===== config.mk =====
export PLATFORM = sky130hd
export DESIGN_NAME = snqd_regs
export DESIGN_NICKNAME = d
export VERILOG_FILES = /design/src/design/snqd_pkg.sv /design/src/design/snqd_split_if.sv /design/src/design/snqd_split_unit.sv /design/src/design/snqd_regs.sv
export SDC_FILE = /design/constraint.sdc
export NUM_CORES = 1
export LEC_CHECK = 0
export BUFFER_PORTS_ARGS = -buffer_cell sky130_fd_sc_hd__buf_2
export CORE_AREA = 2 2 121 123
export DETAILED_ROUTE_END_ITERATION = 7
export DIE_AREA = 0 0 123 125
export PLACE_DENSITY = 0.77
export SYNTH_ARGS = -nofsm -noshare
export SYNTH_HDL_FRONTEND = slang
export SYNTH_SLANG_ARGS = --single-unit
export TNS_END_PERCENT = 5

===== constraint.sdc =====
create_clock -name i_clk_sys -period 8.13 [get_ports i_clk_sys]
set_input_delay 1.626 -clock i_clk_sys [delete_from_list [all_inputs] [get_ports i_clk_sys]]
set_output_delay 1.626 -clock i_clk_sys [all_outputs]
set_load 0.05 [all_outputs]

===== src/design/snqd_pkg.sv =====
package snqd_pkg;

    localparam int SNQD_ADDR_W = 8;
    localparam int SNQD_MAX_IF = 4;

    // register byte offsets
    localparam logic [7:0] SNQD_OFF_BURST_SPLIT = 8'h00;
    localparam logic [7:0] SNQD_OFF_REMAP = 8'h04;
    localparam logic [7:0] SNQD_OFF_DEBUG_MON = 8'h08;
    localparam logic [7:0] SNQD_OFF_QOS_CTL = 8'h0C;
    localparam logic [7:0] SNQD_OFF_WDATA_THR = 8'h10;
    localparam logic [7:0] SNQD_OFF_SECURE_ACC = 8'h14;
    localparam logic [7:0] SNQD_OFF_OT_CTL = 8'h18;
    // per-interface banks, one word per interface
    localparam logic [3:0] SNQD_BANK_RD_OVR = 4'h4;
    localparam logic [3:0] SNQD_BANK_WR_OVR = 4'h5;
    localparam logic [3:0] SNQD_BANK_AT_LIMIT = 4'h6;

    // burst split control fields
    localparam int SNQD_BS_CODE_LSB = 0;
    localparam int SNQD_BS_ALL_BIT = 3;
    localparam int SNQD_BS_RD_LSB = 4;
    localparam int SNQD_BS_WR_LSB = 7;
    localparam logic [2:0] SNQD_BS_CODE_MIN = 3'h2;
    localparam logic [2:0] SNQD_BS_CODE_NOSPLIT = 3'h7;
    localparam int SNQD_BS_SHIFT_BASE = 5;
    localparam logic [3:0] SNQD_BS_RESET = 4'h7;

    // debug monitor fields
    localparam int SNQD_DBG_CAP_BIT = 31;
    localparam int SNQD_DBG_WR_LSB = 20;
    localparam int SNQD_DBG_RD_LSB = 8;
    localparam int SNQD_DBG_STALL_LSB = 0;

    // qos control fields
    localparam int SNQD_QOS_OVR_BIT = 0;
    localparam int SNQD_QOS_TSPEC_LSB = 1;
    localparam int SNQD_QOS_BQV_LSB = 4;

    localparam logic [7:0] SNQD_REMAP_RESET = 8'h00;
    localparam logic [6:0] SNQD_QOS_CTL_RESET = 7'h00;
    localparam logic [4:0] SNQD_WDATA_THR_RESET = 5'h00;
    localparam logic [3:0] SNQD_QOS_OVR_RESET = 4'h0;
    localparam logic [9:0] SNQD_AT_LIMIT_RESET = 10'h000;
    localparam logic [1:0] SNQD_SECURE_RESET = 2'h0;

    // avalon response codes
    localparam logic [1:0] SNQD_RESP_OKAY = 2'h0;
    localparam logic [1:0] SNQD_RESP_SLVERR = 2'h2;
    localparam logic [1:0] SNQD_RESP_DECERR = 2'h3;

    typedef enum logic [3:0] {
        SNQD_SEL_NONE = 4'b0000,
        SNQD_SEL_BURST = 4'b0001,
        SNQD_SEL_REMAP = 4'b0010,
        SNQD_SEL_DEBUG = 4'b0011,
        SNQD_SEL_QOS = 4'b0100,
        SNQD_SEL_WTHR = 4'b0101,
        SNQD_SEL_SECURE = 4'b0110,
        SNQD_SEL_OT = 4'b0111,
        SNQD_SEL_RD_OVR = 4'b1000,
        SNQD_SEL_WR_OVR = 4'b1001,
        SNQD_SEL_AT_LIMIT = 4'b1010
    } snqd_sel_e;

endpackage


===== src/design/snqd_split_if.sv =====
`timescale 1ns/1ns
`default_nettype none

interface snqd_split_if;
    logic [2:0] cfg_code;
    logic cfg_all;
    logic [2:0] applied_wr;
    logic [2:0] applied_rd;
    logic applied_all;

    modport ctrl (output cfg_code, output cfg_all, input applied_wr, input applied_rd, input applied_all);
    modport unit (input cfg_code, input cfg_all, output applied_wr, output applied_rd, output applied_all);
endinterface

`default_nettype wire


===== src/design/snqd_split_unit.sv =====
`timescale 1ns/1ns
`default_nettype none

module snqd_split_unit
    import snqd_pkg::*;
#(
    parameter logic [2:0] STRIPE_CODE = 3'h7
) (
    input wire logic i_clk_sys,
    input wire logic i_reset,
    snqd_split_if.unit bus,
    input wire logic i_wr_busy,
    input wire logic i_rd_busy,
    input wire logic [11:0] i_txn_addr,
    input wire logic [12:0] i_txn_bytes,
    input wire logic i_txn_striped,
    input wire logic i_txn_modifiable,
    output logic o_txn_split
);

    typedef struct packed {
        logic [2:0] code;
        logic all;
    } snqd_split_s;

    snqd_split_s state_reg;
    snqd_split_s state_next;
    logic [2:0] eff_code;
    logic [12:0] size_bytes;
    logic [12:0] offset;
    logic crosses;

    function automatic logic [2:0] snqd_min3(input logic [2:0] a, input logic [2:0] b);
        return (a < b) ? a : b;
    endfunction

    always_comb begin
        state_next = state_reg;
        if (!i_wr_busy && !i_rd_busy) begin
            state_next = '{code: bus.cfg_code, all: bus.cfg_all};
        end
    end

    always_ff @(posedge i_clk_sys) begin
        if (i_reset) begin
            state_reg <= '{code: SNQD_BS_RESET[2:0], all: SNQD_BS_RESET[SNQD_BS_ALL_BIT]};
        end else begin
            state_reg <= state_next;
        end
    end

    // codes below the smallest size are clamped up
    assign eff_code = snqd_min3(STRIPE_CODE, (state_reg.code < SNQD_BS_CODE_MIN) ? SNQD_BS_CODE_MIN : state_reg.code);
    assign bus.applied_wr = eff_code;
    assign bus.applied_rd = eff_code;
    assign bus.applied_all = state_reg.all;
    assign size_bytes = 13'h0001 << (4'(eff_code) + 4'(SNQD_BS_SHIFT_BASE));
    assign offset = {1'b0, i_txn_addr} & (size_bytes - 13'h0001);
    assign crosses = (eff_code != SNQD_BS_CODE_NOSPLIT) && (({1'b0, offset} + {1'b0, i_txn_bytes}) > {1'b0, size_bytes});

    always_comb begin
        o_txn_split = 1'b0;
        if (i_txn_striped) begin
            o_txn_split = crosses;
        end else if (i_txn_modifiable) begin
            o_txn_split = crosses && state_reg.all;
        end
    end

endmodule

`default_nettype wire


===== src/design/snqd_regs.sv =====
`timescale 1ns/1ns
`default_nettype none

module snqd_regs
    import snqd_pkg::*;
#(
    parameter int NUM_IF = 1,
    parameter logic [2:0] STRIPE_CODE = 3'h7
) (
    input wire logic i_clk_sys,
    input wire logic i_reset,
    input wire logic [7:0] i_avs_address,
    input wire logic i_avs_read,
    input wire logic i_avs_write,
    input wire logic [31:0] i_avs_writedata,
    input wire logic [3:0] i_avs_byteenable,
    input wire logic i_avs_nonsecure,
    output logic [31:0] o_avs_readdata,
    output logic o_avs_waitrequest,
    output logic [1:0] o_avs_response,
    input wire logic i_split_wr_busy,
    input wire logic i_split_rd_busy,
    input wire logic [11:0] i_txn_addr,
    input wire logic [12:0] i_txn_bytes,
    input wire logic i_txn_striped,
    input wire logic i_txn_modifiable,
    output logic o_txn_split,
    output logic [7:0] o_remap_state,
    output logic o_remap_active,
    input wire logic [4:0] i_chan_stall,
    input wire logic [8:0] i_outstanding_writes,
    input wire logic [8:0] i_outstanding_reads,
    output logic [2:0] o_bqv_enable,
    output logic [2:0] o_tspec_enable,
    input wire logic i_qos_replace_pin,
    input wire logic [NUM_IF-1:0][3:0] i_arqos,
    input wire logic [NUM_IF-1:0][3:0] i_awqos,
    output logic [NUM_IF-1:0][3:0] o_arqos,
    output logic [NUM_IF-1:0][3:0] o_awqos,
    input wire logic i_wbeat,
    input wire logic i_wlast,
    output logic o_wpacket_send,
    input wire logic [NUM_IF-1:0] i_atomic_req,
    input wire logic [NUM_IF-1:0] i_atomic_done,
    output logic [NUM_IF-1:0] o_atomic_stall
);

    typedef struct packed {
        logic ack;
        logic [31:0] rdata;
        logic [1:0] resp;
        logic [3:0] split_cfg;
        logic [7:0] remap;
        logic cap_en;
        logic [8:0] dbg_wr;
        logic [8:0] dbg_rd;
        logic [4:0] dbg_stall;
        logic [6:0] qos_ctl;
        logic [4:0] wthr;
        logic [4:0] wcnt;
        logic wsend;
        logic [1:0] sec_acc;
        logic ot_en;
        logic [NUM_IF-1:0][3:0] rd_ovr;
        logic [NUM_IF-1:0][3:0] wr_ovr;
        logic [NUM_IF-1:0][3:0] arqos_q;
        logic [NUM_IF-1:0][3:0] awqos_q;
        logic [NUM_IF-1:0][9:0] at_limit;
        logic [NUM_IF-1:0][9:0] at_cnt;
    } snqd_state_s;

    snqd_state_s state_reg;
    snqd_state_s state_next;
    snqd_split_if split_bus();
    snqd_sel_e sel;
    logic [1:0] sel_idx;
    logic req;
    logic allowed;
    logic commit;
    logic ovr_active;
    logic [5:0] beat_total;
    logic [5:0] beat_need;

    function automatic snqd_sel_e snqd_decode(input logic [7:0] addr);
        snqd_sel_e s;
        s = SNQD_SEL_NONE;
        if (addr[1:0] == 2'h0) begin
            unique case (addr)
                SNQD_OFF_BURST_SPLIT: s = SNQD_SEL_BURST;
                SNQD_OFF_REMAP: s = SNQD_SEL_REMAP;
                SNQD_OFF_DEBUG_MON: s = SNQD_SEL_DEBUG;
                SNQD_OFF_QOS_CTL: s = SNQD_SEL_QOS;
                SNQD_OFF_WDATA_THR: s = SNQD_SEL_WTHR;
                SNQD_OFF_SECURE_ACC: s = SNQD_SEL_SECURE;
                SNQD_OFF_OT_CTL: s = SNQD_SEL_OT;
                default: begin
                    if (32'(addr[3:2]) < NUM_IF) begin
                        if (addr[7:4] == SNQD_BANK_RD_OVR) begin
                            s = SNQD_SEL_RD_OVR;
                        end else if (addr[7:4] == SNQD_BANK_WR_OVR) begin
                            s = SNQD_SEL_WR_OVR;
                        end else if (addr[7:4] == SNQD_BANK_AT_LIMIT) begin
                            s = SNQD_SEL_AT_LIMIT;
                        end
                    end
                end
            endcase
        end
        return s;
    endfunction

    function automatic logic [31:0] snqd_merge(input logic [31:0] old, input logic [31:0] wd, input logic [3:0] be);
        logic [31:0] m;
        m = {{8{be[3]}}, {8{be[2]}}, {8{be[1]}}, {8{be[0]}}};
        return (old & ~m) | (wd & m);
    endfunction

    function automatic logic [7:0] snqd_lowest(input logic [7:0] v);
        return v & (~v + 8'h01);
    endfunction

    snqd_split_unit #(
        .STRIPE_CODE(STRIPE_CODE)
    ) u_split (
        .i_clk_sys(i_clk_sys),
        .i_reset(i_reset),
        .bus(split_bus),
        .i_wr_busy(i_split_wr_busy),
        .i_rd_busy(i_split_rd_busy),
        .i_txn_addr(i_txn_addr),
        .i_txn_bytes(i_txn_bytes),
        .i_txn_striped(i_txn_striped),
        .i_txn_modifiable(i_txn_modifiable),
        .o_txn_split(o_txn_split)
    );

    // staged bits only reach the unit when idle
    assign split_bus.cfg_code = state_reg.split_cfg[2:0];
    assign split_bus.cfg_all = state_reg.split_cfg[SNQD_BS_ALL_BIT];

    assign req = i_avs_read || i_avs_write;
    assign sel = snqd_decode(i_avs_address);
    assign sel_idx = i_avs_address[3:2];
    assign allowed = !i_avs_nonsecure || ((sel != SNQD_SEL_SECURE) && (state_reg.sec_acc != 2'h0));
    // writes land on the edge where waitrequest is low
    assign commit = i_avs_write && state_reg.ack && allowed && (sel != SNQD_SEL_NONE);
    assign ovr_active = (i_qos_replace_pin || state_reg.qos_ctl[SNQD_QOS_OVR_BIT])
        && (state_reg.qos_ctl[SNQD_QOS_BQV_LSB +: 3] == 3'h0);
    assign beat_total = {1'b0, state_reg.wcnt} + 6'h01;
    assign beat_need = (state_reg.wthr == 5'h00) ? 6'h01 : {1'b0, state_reg.wthr};

    always_comb begin
        state_next = state_reg;
        state_next.wsend = 1'b0;
        // one wait cycle, then answer; ack drops so back-to-back requests each wait
        state_next.ack = req && !state_reg.ack;

        if (req && !state_reg.ack) begin
            state_next.rdata = 32'h0000_0000;
            state_next.resp = SNQD_RESP_OKAY;
            if (sel == SNQD_SEL_NONE) begin
                state_next.resp = SNQD_RESP_DECERR;
            end else if (!allowed) begin
                state_next.resp = SNQD_RESP_SLVERR;
            end else begin
                unique case (sel)
                    SNQD_SEL_BURST: begin
                        state_next.rdata[3:0] = state_reg.split_cfg;
                        state_next.rdata[SNQD_BS_RD_LSB +: 3] = split_bus.applied_rd;
                        state_next.rdata[SNQD_BS_WR_LSB +: 3] = split_bus.applied_wr;
                    end
                    SNQD_SEL_REMAP: state_next.rdata[7:0] = state_reg.remap;
                    SNQD_SEL_DEBUG: begin
                        state_next.rdata[SNQD_DBG_CAP_BIT] = state_reg.cap_en;
                        state_next.rdata[SNQD_DBG_WR_LSB +: 9] = state_reg.dbg_wr;
                        state_next.rdata[SNQD_DBG_RD_LSB +: 9] = state_reg.dbg_rd;
                        state_next.rdata[SNQD_DBG_STALL_LSB +: 5] = state_reg.dbg_stall;
                    end
                    SNQD_SEL_QOS: state_next.rdata[6:0] = state_reg.qos_ctl;
                    SNQD_SEL_WTHR: state_next.rdata[4:0] = state_reg.wthr;
                    SNQD_SEL_SECURE: state_next.rdata[1:0] = state_reg.sec_acc;
                    SNQD_SEL_OT: state_next.rdata[0] = state_reg.ot_en;
                    SNQD_SEL_RD_OVR: state_next.rdata[3:0] = state_reg.rd_ovr[sel_idx];
                    SNQD_SEL_WR_OVR: state_next.rdata[3:0] = state_reg.wr_ovr[sel_idx];
                    SNQD_SEL_AT_LIMIT: state_next.rdata[9:0] = state_reg.at_limit[sel_idx];
                    default: state_next.rdata = 32'h0000_0000;
                endcase
            end
        end

        if (commit) begin
            unique case (sel)
                SNQD_SEL_BURST: begin
                    state_next.split_cfg = 4'(snqd_merge({28'h0, state_reg.split_cfg}, i_avs_writedata,
                        i_avs_byteenable));
                end
                SNQD_SEL_REMAP: begin
                    state_next.remap = 8'(snqd_merge({24'h0, state_reg.remap}, i_avs_writedata, i_avs_byteenable));
                end
                SNQD_SEL_DEBUG: begin
                    if (i_avs_byteenable[3]) begin
                        state_next.cap_en = i_avs_writedata[SNQD_DBG_CAP_BIT];
                    end
                end
                SNQD_SEL_QOS: begin
                    state_next.qos_ctl = 7'(snqd_merge({25'h0, state_reg.qos_ctl}, i_avs_writedata,
                        i_avs_byteenable));
                end
                SNQD_SEL_WTHR: begin
                    state_next.wthr = 5'(snqd_merge({27'h0, state_reg.wthr}, i_avs_writedata, i_avs_byteenable));
                end
                SNQD_SEL_SECURE: begin
                    state_next.sec_acc = 2'(snqd_merge({30'h0, state_reg.sec_acc}, i_avs_writedata,
                        i_avs_byteenable));
                end
                SNQD_SEL_OT: begin
                    if (i_avs_byteenable[0]) begin
                        state_next.ot_en = i_avs_writedata[0];
                    end
                end
                // each interface has its own word
                SNQD_SEL_RD_OVR: begin
                    state_next.rd_ovr[sel_idx] = 4'(snqd_merge({28'h0, state_reg.rd_ovr[sel_idx]}, i_avs_writedata,
                        i_avs_byteenable));
                end
                SNQD_SEL_WR_OVR: begin
                    state_next.wr_ovr[sel_idx] = 4'(snqd_merge({28'h0, state_reg.wr_ovr[sel_idx]}, i_avs_writedata,
                        i_avs_byteenable));
                end
                SNQD_SEL_AT_LIMIT: begin
                    state_next.at_limit[sel_idx] = 10'(snqd_merge({22'h0, state_reg.at_limit[sel_idx]},
                        i_avs_writedata, i_avs_byteenable));
                end
                default: state_next.ot_en = state_reg.ot_en;
            endcase
        end

        // snapshot freezes when capture is off, so software reads a coherent set
        if (state_reg.cap_en) begin
            state_next.dbg_wr = i_outstanding_writes;
            state_next.dbg_rd = i_outstanding_reads;
            state_next.dbg_stall = i_chan_stall;
        end

        if (i_wbeat) begin
            if ((beat_total >= beat_need) || i_wlast) begin
                state_next.wsend = 1'b1;
                state_next.wcnt = 5'h00;
            end else begin
                state_next.wcnt = beat_total[4:0];
            end
        end

        for (int i = 0; i < NUM_IF; i++) begin
            state_next.arqos_q[i] = ovr_active ? state_reg.rd_ovr[i] : i_arqos[i];
            state_next.awqos_q[i] = ovr_active ? state_reg.wr_ovr[i] : i_awqos[i];
            if (i_atomic_req[i] && !i_atomic_done[i] && (state_reg.at_cnt[i] != 10'h3FF)) begin
                state_next.at_cnt[i] = state_reg.at_cnt[i] + 10'h001;
            end else if (!i_atomic_req[i] && i_atomic_done[i] && (state_reg.at_cnt[i] != 10'h000)) begin
                state_next.at_cnt[i] = state_reg.at_cnt[i] - 10'h001;
            end
        end
    end

    always_ff @(posedge i_clk_sys) begin
        if (i_reset) begin
            state_reg <= '0;
            state_reg.split_cfg <= SNQD_BS_RESET;
            state_reg.remap <= SNQD_REMAP_RESET;
            state_reg.qos_ctl <= SNQD_QOS_CTL_RESET;
            state_reg.wthr <= SNQD_WDATA_THR_RESET;
            state_reg.sec_acc <= SNQD_SECURE_RESET;
            state_reg.rd_ovr <= {NUM_IF{SNQD_QOS_OVR_RESET}};
            state_reg.wr_ovr <= {NUM_IF{SNQD_QOS_OVR_RESET}};
            state_reg.at_limit <= {NUM_IF{SNQD_AT_LIMIT_RESET}};
        end else begin
            state_reg <= state_next;
        end
    end

    // stall is a level; the master holds new atomics while it stands
    generate
        for (genvar g = 0; g < NUM_IF; g++) begin : g_atomic
            // stall new atomics at the limit
            assign o_atomic_stall[g] = state_reg.ot_en && (state_reg.at_cnt[g] >= state_reg.at_limit[g]);
        end
    endgenerate

    // readdata is registered, so each request costs one wait state
    assign o_avs_waitrequest = req && !state_reg.ack;
    assign o_avs_readdata = state_reg.rdata;
    assign o_avs_response = state_reg.resp;
    // decoder sees one state even when several bits are set
    assign o_remap_state = snqd_lowest(state_reg.remap);
    assign o_remap_active = (state_reg.remap != 8'h00);
    assign o_bqv_enable = state_reg.qos_ctl[SNQD_QOS_BQV_LSB +: 3];
    assign o_tspec_enable = state_reg.qos_ctl[SNQD_QOS_TSPEC_LSB +: 3];
    assign o_arqos = state_reg.arqos_q;
    assign o_awqos = state_reg.awqos_q;
    assign o_wpacket_send = state_reg.wsend;

endmodule

`default_nettype wire


==> metrics.csv, run 1 <==
metric,value,unit
outcome,finished clean,
cts.clk_slew.worst_paths,0.06,ns
drive_gt1_share,21.48,%
period_needed,6.624,ns
slowest_stage,fa_1,
synth_fa_ha_area_share,8.750,%
drt-met1-wl,8.540,mm
avgRoutedWirePerCell,16.58,um
grt_pass1_wl,29.93,mm
routed.top_layer,met4,
row_count,44,
tritoncts,done,
grt_pass1_vias,6071,
path_max_fanout,3,
dp_hpwl,14.16,mm
peakVddDrop,0.0001394,V
route.met3.wl,1.123,mm
finalHoldViolations,0,
ys.warnings.count,0,
core,0.01420,sq mm
hold_slack,0.4483,ns
grt-ovfl-total,0,
synth_compound_area_share,15.61,%
drtIter0Drc,436,
cts_buffer_depth,2,
dpl.cell_count,1111,
power-per-cell-area,214.0,mW/mm^2
syn_area,0.007607,sq mm
slew_headroom,39.03,%
nets,1112,
fp.dieH,125,um
area_delta_synth_final,13.52,%
dr.pass1.iters,5,
port_buffers,147,
clock_skew,0.006421,ns
fin_area,0.008636,sq mm
finalSetupViolCount,0,
synthMuxAreaShare,9.112,%
nFillCells,1256,
cts_made_buffers,17,
fin_total_pwr,1.848,mW
dieWidth,123,um
hold_depth,2,
synthArstFlopShare,0,%
clock_sinks,127,
final_cells,1143,
dr_wl_met2,8.835,mm
setup_ws,1.506,ns
place_area,0.008064,sq mm
cp_slowest_stage_delay,0.40,ns
postRouteAntennaNets,0,
fmax,151.0,MHz
cts_hold_buf,0,
yosysSeqAreaShare,33.42,%
synth-simple-area-share,20.87,%
finalMaxSlewViolations,0,
track_usage,24.85,%
crit_chain,buf_2 > ha_1 > inv_1 > fa_1 > nor2b_1 > o221ai_1 > a2bb2oi_1 > a31oi_1 > and2_1 > xnor2_1 > ha_1 > o21a_1 > o21a_1 > o21ai_0 > a21oi_1 > a32oi_1 > o21ai_0 > buf_2,
insertion_delay,0.43,ns
worstMarginPinSlew,0.9084,ns
htreeDepth,4,
avgSynthCellArea,8.877,sq um
via_per_inst,5.675,
initial_core_util,53.56,%
hold_path.class,reg -> reg,
drc,0,
synth_ff_type,dfxtp_1,
cts_resized,0,
antenna_cells,0,
synthesis.instances,857,
die-area,0.01538,sq mm
antenna_found_initial,0,
synth_cell_types,78,
ys_ff_latch,127,
io_pins,175,
fin_crit_sh,81.47,%
seqCellArea,0.002542,sq mm
grt_max_degree,77,
post_cts_buffers,0,
arrival,5.00,ns
cts-root-buf,clkbuf_16,
rsz0062_at_grt,no,
synth_top_family_by_area,simple AND/OR/NAND/NOR gates,
p_leak,3.782,nW
tns,0,ns
required,6.50,ns
dr_total_vias,6487,
synth-edff-count,0,
gp_congestion,0.9707,
multi_input_area,0.004418,sq mm
rr_worst_depth,11,
drv_cap,0,
yosys.area_share.xor_xnor,3.289,%
critPathLaunchType,input port,
setup.worst_path.class,in -> out,
place_ws,1.582,ns
wirelength,18.95,mm
endpoint_kind,primary output,
final_util,60.80,%
[metal layers]
metal,GRT usage [%],vias up
li1,-,3207
met1,32.57,3031
met2,39.36,212
met3,6.113,37
met4,9.492,0
met5,0,-
[cell families after synthesis]
group           after synthesis
buf+inv                     117
flops                       127
xor+xnor                     27
simple gates                297
fa+ha+maj                    52
compound gates              166
other cells                   2
mux                          69
[critical path, delay by kind of cell]
kind | cells | cell delay [ns]
AO/OA/AOI/OAI | 9 | 1.61
adder cells (fa/ha/maj) | 3 | 0.87
buffers and inverters | 3 | 0.36
XOR/XNOR | 1 | 0.17
AND/OR/NAND/NOR | 2 | 0.36
[cells in the mapped netlist (all sizes together) (5+ instances only)]
cell type / number / area share (%)
a211oi: 5 / 0.49
a21oi: 27 / 1.8
a221oi: 6 / 0.69
a22o: 17 / 2.0
and2: 8 / 0.66
and3: 6 / 0.49
buf: 61 / 6.1
clkbuf: 26 / 1.3
dfxtp: 127 / 33
ha: 50 / 8.2
inv: 30 / 1.5
mux2i: 67 / 8.8
nand2: 42 / 2.1
nand2b: 17 / 1.4
nand3: 22 / 1.4
nand3b: 17 / 1.7
nand4: 13 / 1.5
nor2: 110 / 5.7
nor2b: 10 / 0.82
nor3: 18 / 1.3
nor3b: 7 / 0.69
o211ai: 5 / 0.67
o21a: 6 / 0.59
o21ai: 41 / 2.7
o221ai: 5 / 0.58
o31ai: 8 / 1.1
xnor2: 17 / 2.0
xor2: 9 / 1.0
[path summary, 6_finish.rpt]
| check | slack, ns | end | startpoint |
|---|---|---|---|
| min | 0.45 | o_avs_readdata[7] | o_avs_readdata[7] |
| max | 1.51 | o_txn_split | i_txn_addr[0] |
| max reg2reg | 5.05 | state_reg[9] | state_reg[7] |
| min reg2reg | 0.45 | o_avs_readdata[7] | o_avs_readdata[7] |
[cells in the final DEF, fill, tap and decap left out, types with 5 or more instances in the layout]
cell type,n
o21ai_0,39
nand3b_1,17
nor2_1,107
nand2_1,42
a211oi_1,5
nor3_1,17
mux2i_1,67
dfxtp_1,127
nand3_1,22
a21oi_1,27
nor2b_1,10
nor3b_1,7
a22o_1,17
nand4_1,10
xnor2_1,17
and3_1,6
inv_1,30
and2_1,8
ha_1,50
xor2_1,9
clkbuf_16,17
buf_2,146
a221oi_1,6
conb_1,9
o21a_1,6
nand2b_1,17
o221ai_1,5
[cell type report]
class | instances | area share [%]
Clock inverter | 14 | 1.536
Timing Repair Buffer | 150 | 8.809
Inverter | 30 | 1.304
Tap cell | 184 | 2.666
Multi-Input combinational cell | 620 | 51.16
Sequential cell | 127 | 29.44
Clock buffer | 18 | 5.085
[where the power goes]
group          leakage (nW)  internal, mW  switching [mW]  total (mW)
registers              1.03         0.646          0.0327       0.679
logic                  2.48         0.199           0.239       0.438
clock network         0.274         0.432           0.300       0.732
Note: power is estimated with default switching activity, not from simulation.
==> run 2: changes to the inputs <==
==> constraint.sdc (replaced) <==
create_clock -name i_clk_sys -period 6.2 [get_ports i_clk_sys]
set_input_delay 1.24 -clock i_clk_sys [delete_from_list [all_inputs] [get_ports i_clk_sys]]
set_output_delay 1.24 -clock i_clk_sys [all_outputs]
set_load 0.05 [all_outputs]
==> run 2 against run 1 <==
Against the previous run:
- critical path type unchanged
- register-to-register slack got worse by 1.9 ns
- worst hold slack better by 0.0047 ns
- largest cell class unchanged
- first-iteration DRC count rose by 11%
- die area stayed put
- critical endpoint unchanged
- utilization increased by 0.44 points
- global-route usage up 0.18 points
==> metrics.csv, run 2 (same netlist as run 1, synthesis figures left out) <==
metric,value,unit
dr_total_vias,6556,
rr_worst_depth,11,
dr.pass1.iters,8,
switching_power,739.3,uW
fmax,174.1,MHz
wirelength,19.26,mm
rsz0062_at_grt,no,
setup_ws,0.4577,ns
hold_slack,0.4530,ns
dp_hpwl,14.23,mm
worstMarginPinSlew,0.8850,ns
dieWidth,123,um
tns,0,ns
cts_made_buffers,17,
p_leak,3.808,nW
layout_common_cells,"146 x buf_2, 126 x dfxtp_1, 107 x nor2_1",
nFillCells,1269,
core,0.01420,sq mm
nets,1112,
hold_depth,2,
slowest_stage,fa_1,
final_util,61.24,%
io_pins,175,
place_area,0.008064,sq mm
antenna_found_initial,1,
drc,0,
drv_cap,0,
p_comb_share,22.7,%
cp.buffers_inverters,3,
grt_pass1_wl,30.53,mm
fin_area,0.008698,sq mm
cts.clk_slew.worst_paths,0.06,ns
cp_top_family,compound AO/OA/AOI/OAI gates,
pwr-share-seq,35.1,%
required,4.96,ns
period_needed,5.742,ns
drtIter0Drc,486,
grt_pass1_vias,6110,
die-area,0.01538,sq mm
peakVddDrop,0.0001925,V
setup.worst_path.class,in -> out,
grt_max_degree,79,
intPower,1.792,mW
port_buffers,147,
area_delta_synth_final,14.34,%
dpl.cell_count,1111,
grt-ovfl-total,0,
arrival,4.50,ns
initial_core_util,53.56,%
fp.dieH,125,um
htreeDepth,4,
fin_total_pwr,2.531,mW
cp_slowest_stage_delay,0.40,ns
critPathLaunchType,input port,
fin_crit_sh,92.62,%
cts_buffer_depth,2,
hold_path.class,reg -> reg,
final_common_cell,buf_2,
clock_sinks,127,
finalHoldViolations,0,
clock_skew,0.009079,ns
final_cells,1144,
path_max_fanout,3,
postRouteAntennaNets,0,
path_depth,18,
track_usage,25.04,%
post_cts_buffers,0,
finalSetupViolCount,0,
finalMaxSlewViolations,0,
via_per_inst,5.731,
insertion_delay,0.42,ns
place_ws,0.4633,ns
cts-root-buf,clkbuf_16,
endpoint_kind,primary output,
power-per-cell-area,291.0,mW/mm^2
p_sw_share,29.21,%
drive_gt1_share,21.48,%
cts_hold_buf,0,
crit_chain,buf_2 > ha_1 > inv_1 > fa_1 > nor2b_1 > o221ai_1 > a2bb2oi_1 > a31oi_1 > and2_1 > xnor2_1 > ha_1 > o21a_1 > o21a_1 > o21ai_0 > a21oi_1 > a32oi_1 > o21ai_0 > buf_2,
outcome,finished clean,
pwr-share-clk,42.2,%
gp_congestion,0.9621,
avgRoutedWirePerCell,16.84,um
slew_headroom,40.60,%
tritoncts,done,
row_count,44,
==> run 2: changes by cell type in the layout (fill, tap and decap cells not counted) <==
cell | previous run | this run
bufinv_16 | 1 | 4
clkbuf_1 | 0 | 1
dfxtp_1 | 127 | 126
clkinv_4 | 4 | 3
dfxtp_2 | 0 | 1
diode_2 | 0 | 1
inv_6 | 4 | 1
==> run 2: cell type report <==
class / count / area [sq um] / share of cell area (%)
Inverter: 30 / 112.6 / 1.295
Clock buffer: 19 / 442.9 / 5.092
Tap cell: 184 / 230.2 / 2.647
Clock inverter: 13 / 187.7 / 2.158
Sequential cell: 127 / 2544 / 29.24
Timing Repair Buffer: 150 / 760.7 / 8.746
Antenna cell: 1 / 2.502 / 0.02877
Multi-Input combinational cell: 620 / 4418 / 50.79
==> run 2: power by group through the flow <==
stage	Combinational [mW]	Sequential, mW	Clock, mW
floorplan	0.457	0.893	0
global placement	0.555	0.905	0
detailed placement	0.568	0.906	0
CTS	0.572	0.889	1.08
global route	0.655	0.894	1.11
finish	0.575	0.889	1.07
==> run 2: timing repair <==
action / CTS / global route
setup endpoints to repair: 0 / 1
hold endpoints to repair: 0 / 0
gates resized for setup: 0 / 1
==> run 2: worst register-to-register path, stage by stage, from the launching register on <==
cell and delay (ns):
dfxtp_1 0.37, nand4_1 0.12, nor3_1 0.05, nor3b_1 0.44, inv_1 0.32, ha_1 0.37, a211oi_1 0.34, o21ai_0 0.20
a41oi_1 0.26, mux2i_1 0.25, xor2_1 0.16, nor2_1 0.05
==> run 2: per-layer routing <==
layer	GRT usage (%)	routed length, um	up-vias
met2	40.20	9033	232
met1	32.99	8490	3068
met5	0	0	-
met3	5.383	1248	42
met4	9.158	488	0
li1	-	-	3214
==> run 2: worst paths after layout <==
check                                        from                end  slack [ns]
worst min register to register  o_avs_readdata[5]  o_avs_readdata[5]        0.45
worst min-delay path            o_avs_readdata[5]  o_avs_readdata[5]        0.45
worst max register to register       state_reg[6]       state_reg[9]        3.14
worst max-delay path                i_txn_addr[0]        o_txn_split        0.46
==> run 3: changes to the inputs <==
--- a/config.mk
+++ b/config.mk
@@ -6,10 +6,13 @@
 export NUM_CORES = 1
 export LEC_CHECK = 0
 export BUFFER_PORTS_ARGS = -buffer_cell sky130_fd_sc_hd__buf_2
-export CORE_AREA = 2 2 121 123
+export CELL_PAD_IN_SITES_DETAIL_PLACEMENT = 1
+export CELL_PAD_IN_SITES_GLOBAL_PLACEMENT = 1
+export CORE_AREA = 2 2 140 142
 export DETAILED_ROUTE_END_ITERATION = 7
-export DIE_AREA = 0 0 123 125
+export DIE_AREA = 0 0 142 144
 export PLACE_DENSITY = 0.77
+export SLEW_MARGIN = 20
 export SYNTH_ARGS = -nofsm -noshare
 export SYNTH_HDL_FRONTEND = slang
 export SYNTH_SLANG_ARGS = --single-unit
==> run 3 against run 2 <==
Against the previous run:
- worst setup slack got worse by 0.076 ns
- largest cell class unchanged
- global-route usage decreased by 3.2 points
- clock-buffer cell count unchanged
- via count decreased by 0.31%
- total power increased by 1.4%
- combinational power increased by 2%
- fmax decreased by 1.3%
- first-iteration DRC count decreased by 32%
- worst hold slack got worse by 0.00066 ns
==> metrics.csv, run 3 (same netlist as run 1, synthesis figures left out) <==
metric,value,unit
port_buffers,147,
antenna_found_initial,0,
cts_resized,0,
insertion_delay,0.42,ns
grt_pass1_vias,6839,
grt_max_degree,76,
nets,1112,
clock_sinks,127,
tritoncts,done,
seqCellArea,0.002542,sq mm
rrSetupSlack,3.17,ns
outcome,finished clean,
holdPathEnd,o_avs_readdata[8],
setup.worst_path.class,reg -> out,
cts_made_buffers,17,
antenna_cells,0,
period_needed,5.818,ns
hold_path.class,reg -> reg,
dp_hpwl,16.65,mm
worstHoldStart,o_avs_readdata[8],
worstMarginPinSlew,0.9669,ns
nFillCells,2279,
track_usage,21.83,%
finalSetupViolCount,0,
dr_total_vias,6536,
switching_power,763.7,uW
cp_slowest_stage_delay,0.61,ns
wirelength,22.04,mm
path_max_fanout,14,
r2r-start,state_reg[1],
finalHoldViolations,0,
fin_crit_sh,93.84,%
p_sw_share,29.75,%
drv_cap,0,
crit_top_cell,o21a_1,
endpoint_kind,primary output,
drtIter0Drc,331,
clock_skew,0.009570,ns
final_util,45.96,%
row_count,51,
peakVddDrop,0.0001896,V
multi_input_area,0.004418,sq mm
post_cts_buffers,0,
finalMaxSlewViolations,0,
avgRoutedWirePerCell,18.41,um
cts_buffer_depth,2,
final_cells,1197,
p_comb_share,22.7,%
dpl.cell_count,1165,
cts-root-buf,clkbuf_16,
crit_chain,inv_1 > ha_1 > nand2_1 > a21boi_0 > ha_1 > o21a_1 > o21a_1 > a2bb2oi_1 > a31oi_1 > and2_1 > xnor2_1 > ha_1 > o21a_1 > o21a_1 > o21ai_0 > a21oi_1 > a32oi_1 > o21ai_0 > buf_2,
core,0.01908,sq mm
cts_hold_buf,0,
area_delta_synth_final,15.28,%
hold_depth,2,
io_pins,175,
worstReg2RegEnd,state_reg[9],
pwr-share-clk,42.5,%
slew_headroom,35.30,%
grt-ovfl-total,0,
rr_worst_depth,11,
power-per-cell-area,292.7,mW/mm^2
die-area,0.02045,sq mm
dr.pass1.iters,6,
dieWidth,142,um
via_per_inst,5.460,
grt_pass1_wl,35.05,mm
htreeDepth,4,
postRouteAntennaNets,0,
cts.clk_slew.worst_paths,0.06,ns
gp_congestion,0.8941,
critPathLaunchType,flop,
fp.dieH,144,um
final_common_cell,buf_2,
arrival,4.58,ns
drive_gt1_share,21.48,%
p_leak,3.818,nW
initial_core_util,39.87,%
rsz0062_at_grt,no,
intPower,1.803,mW
fmax,171.9,MHz
pwr-share-seq,34.7,%
slowest_stage,dfxtp_1,
tns,0,ns
layout_common_cells,"146 x buf_2, 127 x dfxtp_1, 107 x nor2_1",
drc,0,
required,4.96,ns
## run 3: metrics by stage
step                      power [mW]  hold WS (ns)  area, sq um  setup slack [ns]
after floorplan                1.350        0.4263         7634            0.4013
after global placement         1.472        0.4321         8132            0.4914
after detailed placement       1.492        0.4445         8132            0.3990
after CTS                      2.585        0.4592         8770            0.3479
after global routing           2.697        0.4779         8770           0.01962
final                          2.567        0.4523         8770            0.3818
## run 3: metal layers
| layer | global-route usage (%) | part of all wire, % |
|---|---|---|
| met1 | 26.74 | 44 |
| met2 | 38.55 | 50 |
| met3 | 4.570 | 4.2 |
| met4 | 6.684 | 1.8 |
| met5 | 0 | 0 |
## run 3: final cells by class
class	instances	area share, %
multi-input combinational	620	50.38
sequential	127	28.99
timing repair buffer	150	8.675
clock buffer	19	5.165
tap	238	3.396
clock inverter	13	2.112
inverter	30	1.284
## run 3: worst max path at each step
stage	slack (ns)	endpoint	start	cells past startpoint
floorplan	0.40	o_txn_split	i_txn_addr[0]	16
global placement	0.49	o_txn_split	i_txn_addr[0]	18
detailed placement	0.40	o_txn_split	i_txn_addr[0]	18
CTS	0.35	o_txn_split	u_split.state_reg[3]	19
global route	0.02	o_txn_split	u_split.state_reg[3]	19
finish	0.38	o_txn_split	u_split.state_reg[3]	19
## run 3: power groups by stage
stage | logic [mW] | clock network [mW] | registers (mW)
after floorplan | 0.457 | 0 | 0.893
after CTS | 0.588 | 1.11 | 0.891
final | 0.584 | 1.09 | 0.892
after detailed placement | 0.583 | 0 | 0.909
after global placement | 0.563 | 0 | 0.909
after global routing | 0.657 | 1.14 | 0.897
## run 3: worst max-delay path: cells and delay by family, from the launching register on
kind                     cells  cell delay (ns)
AO/OA/AOI/OAI               11             1.83
XOR/XNOR                     1             0.13
adder cells (fa/ha/maj)      3             0.97
buffers and inverters        2             0.35
flip-flops                   1             0.61
AND/OR/NAND/NOR              2             0.26
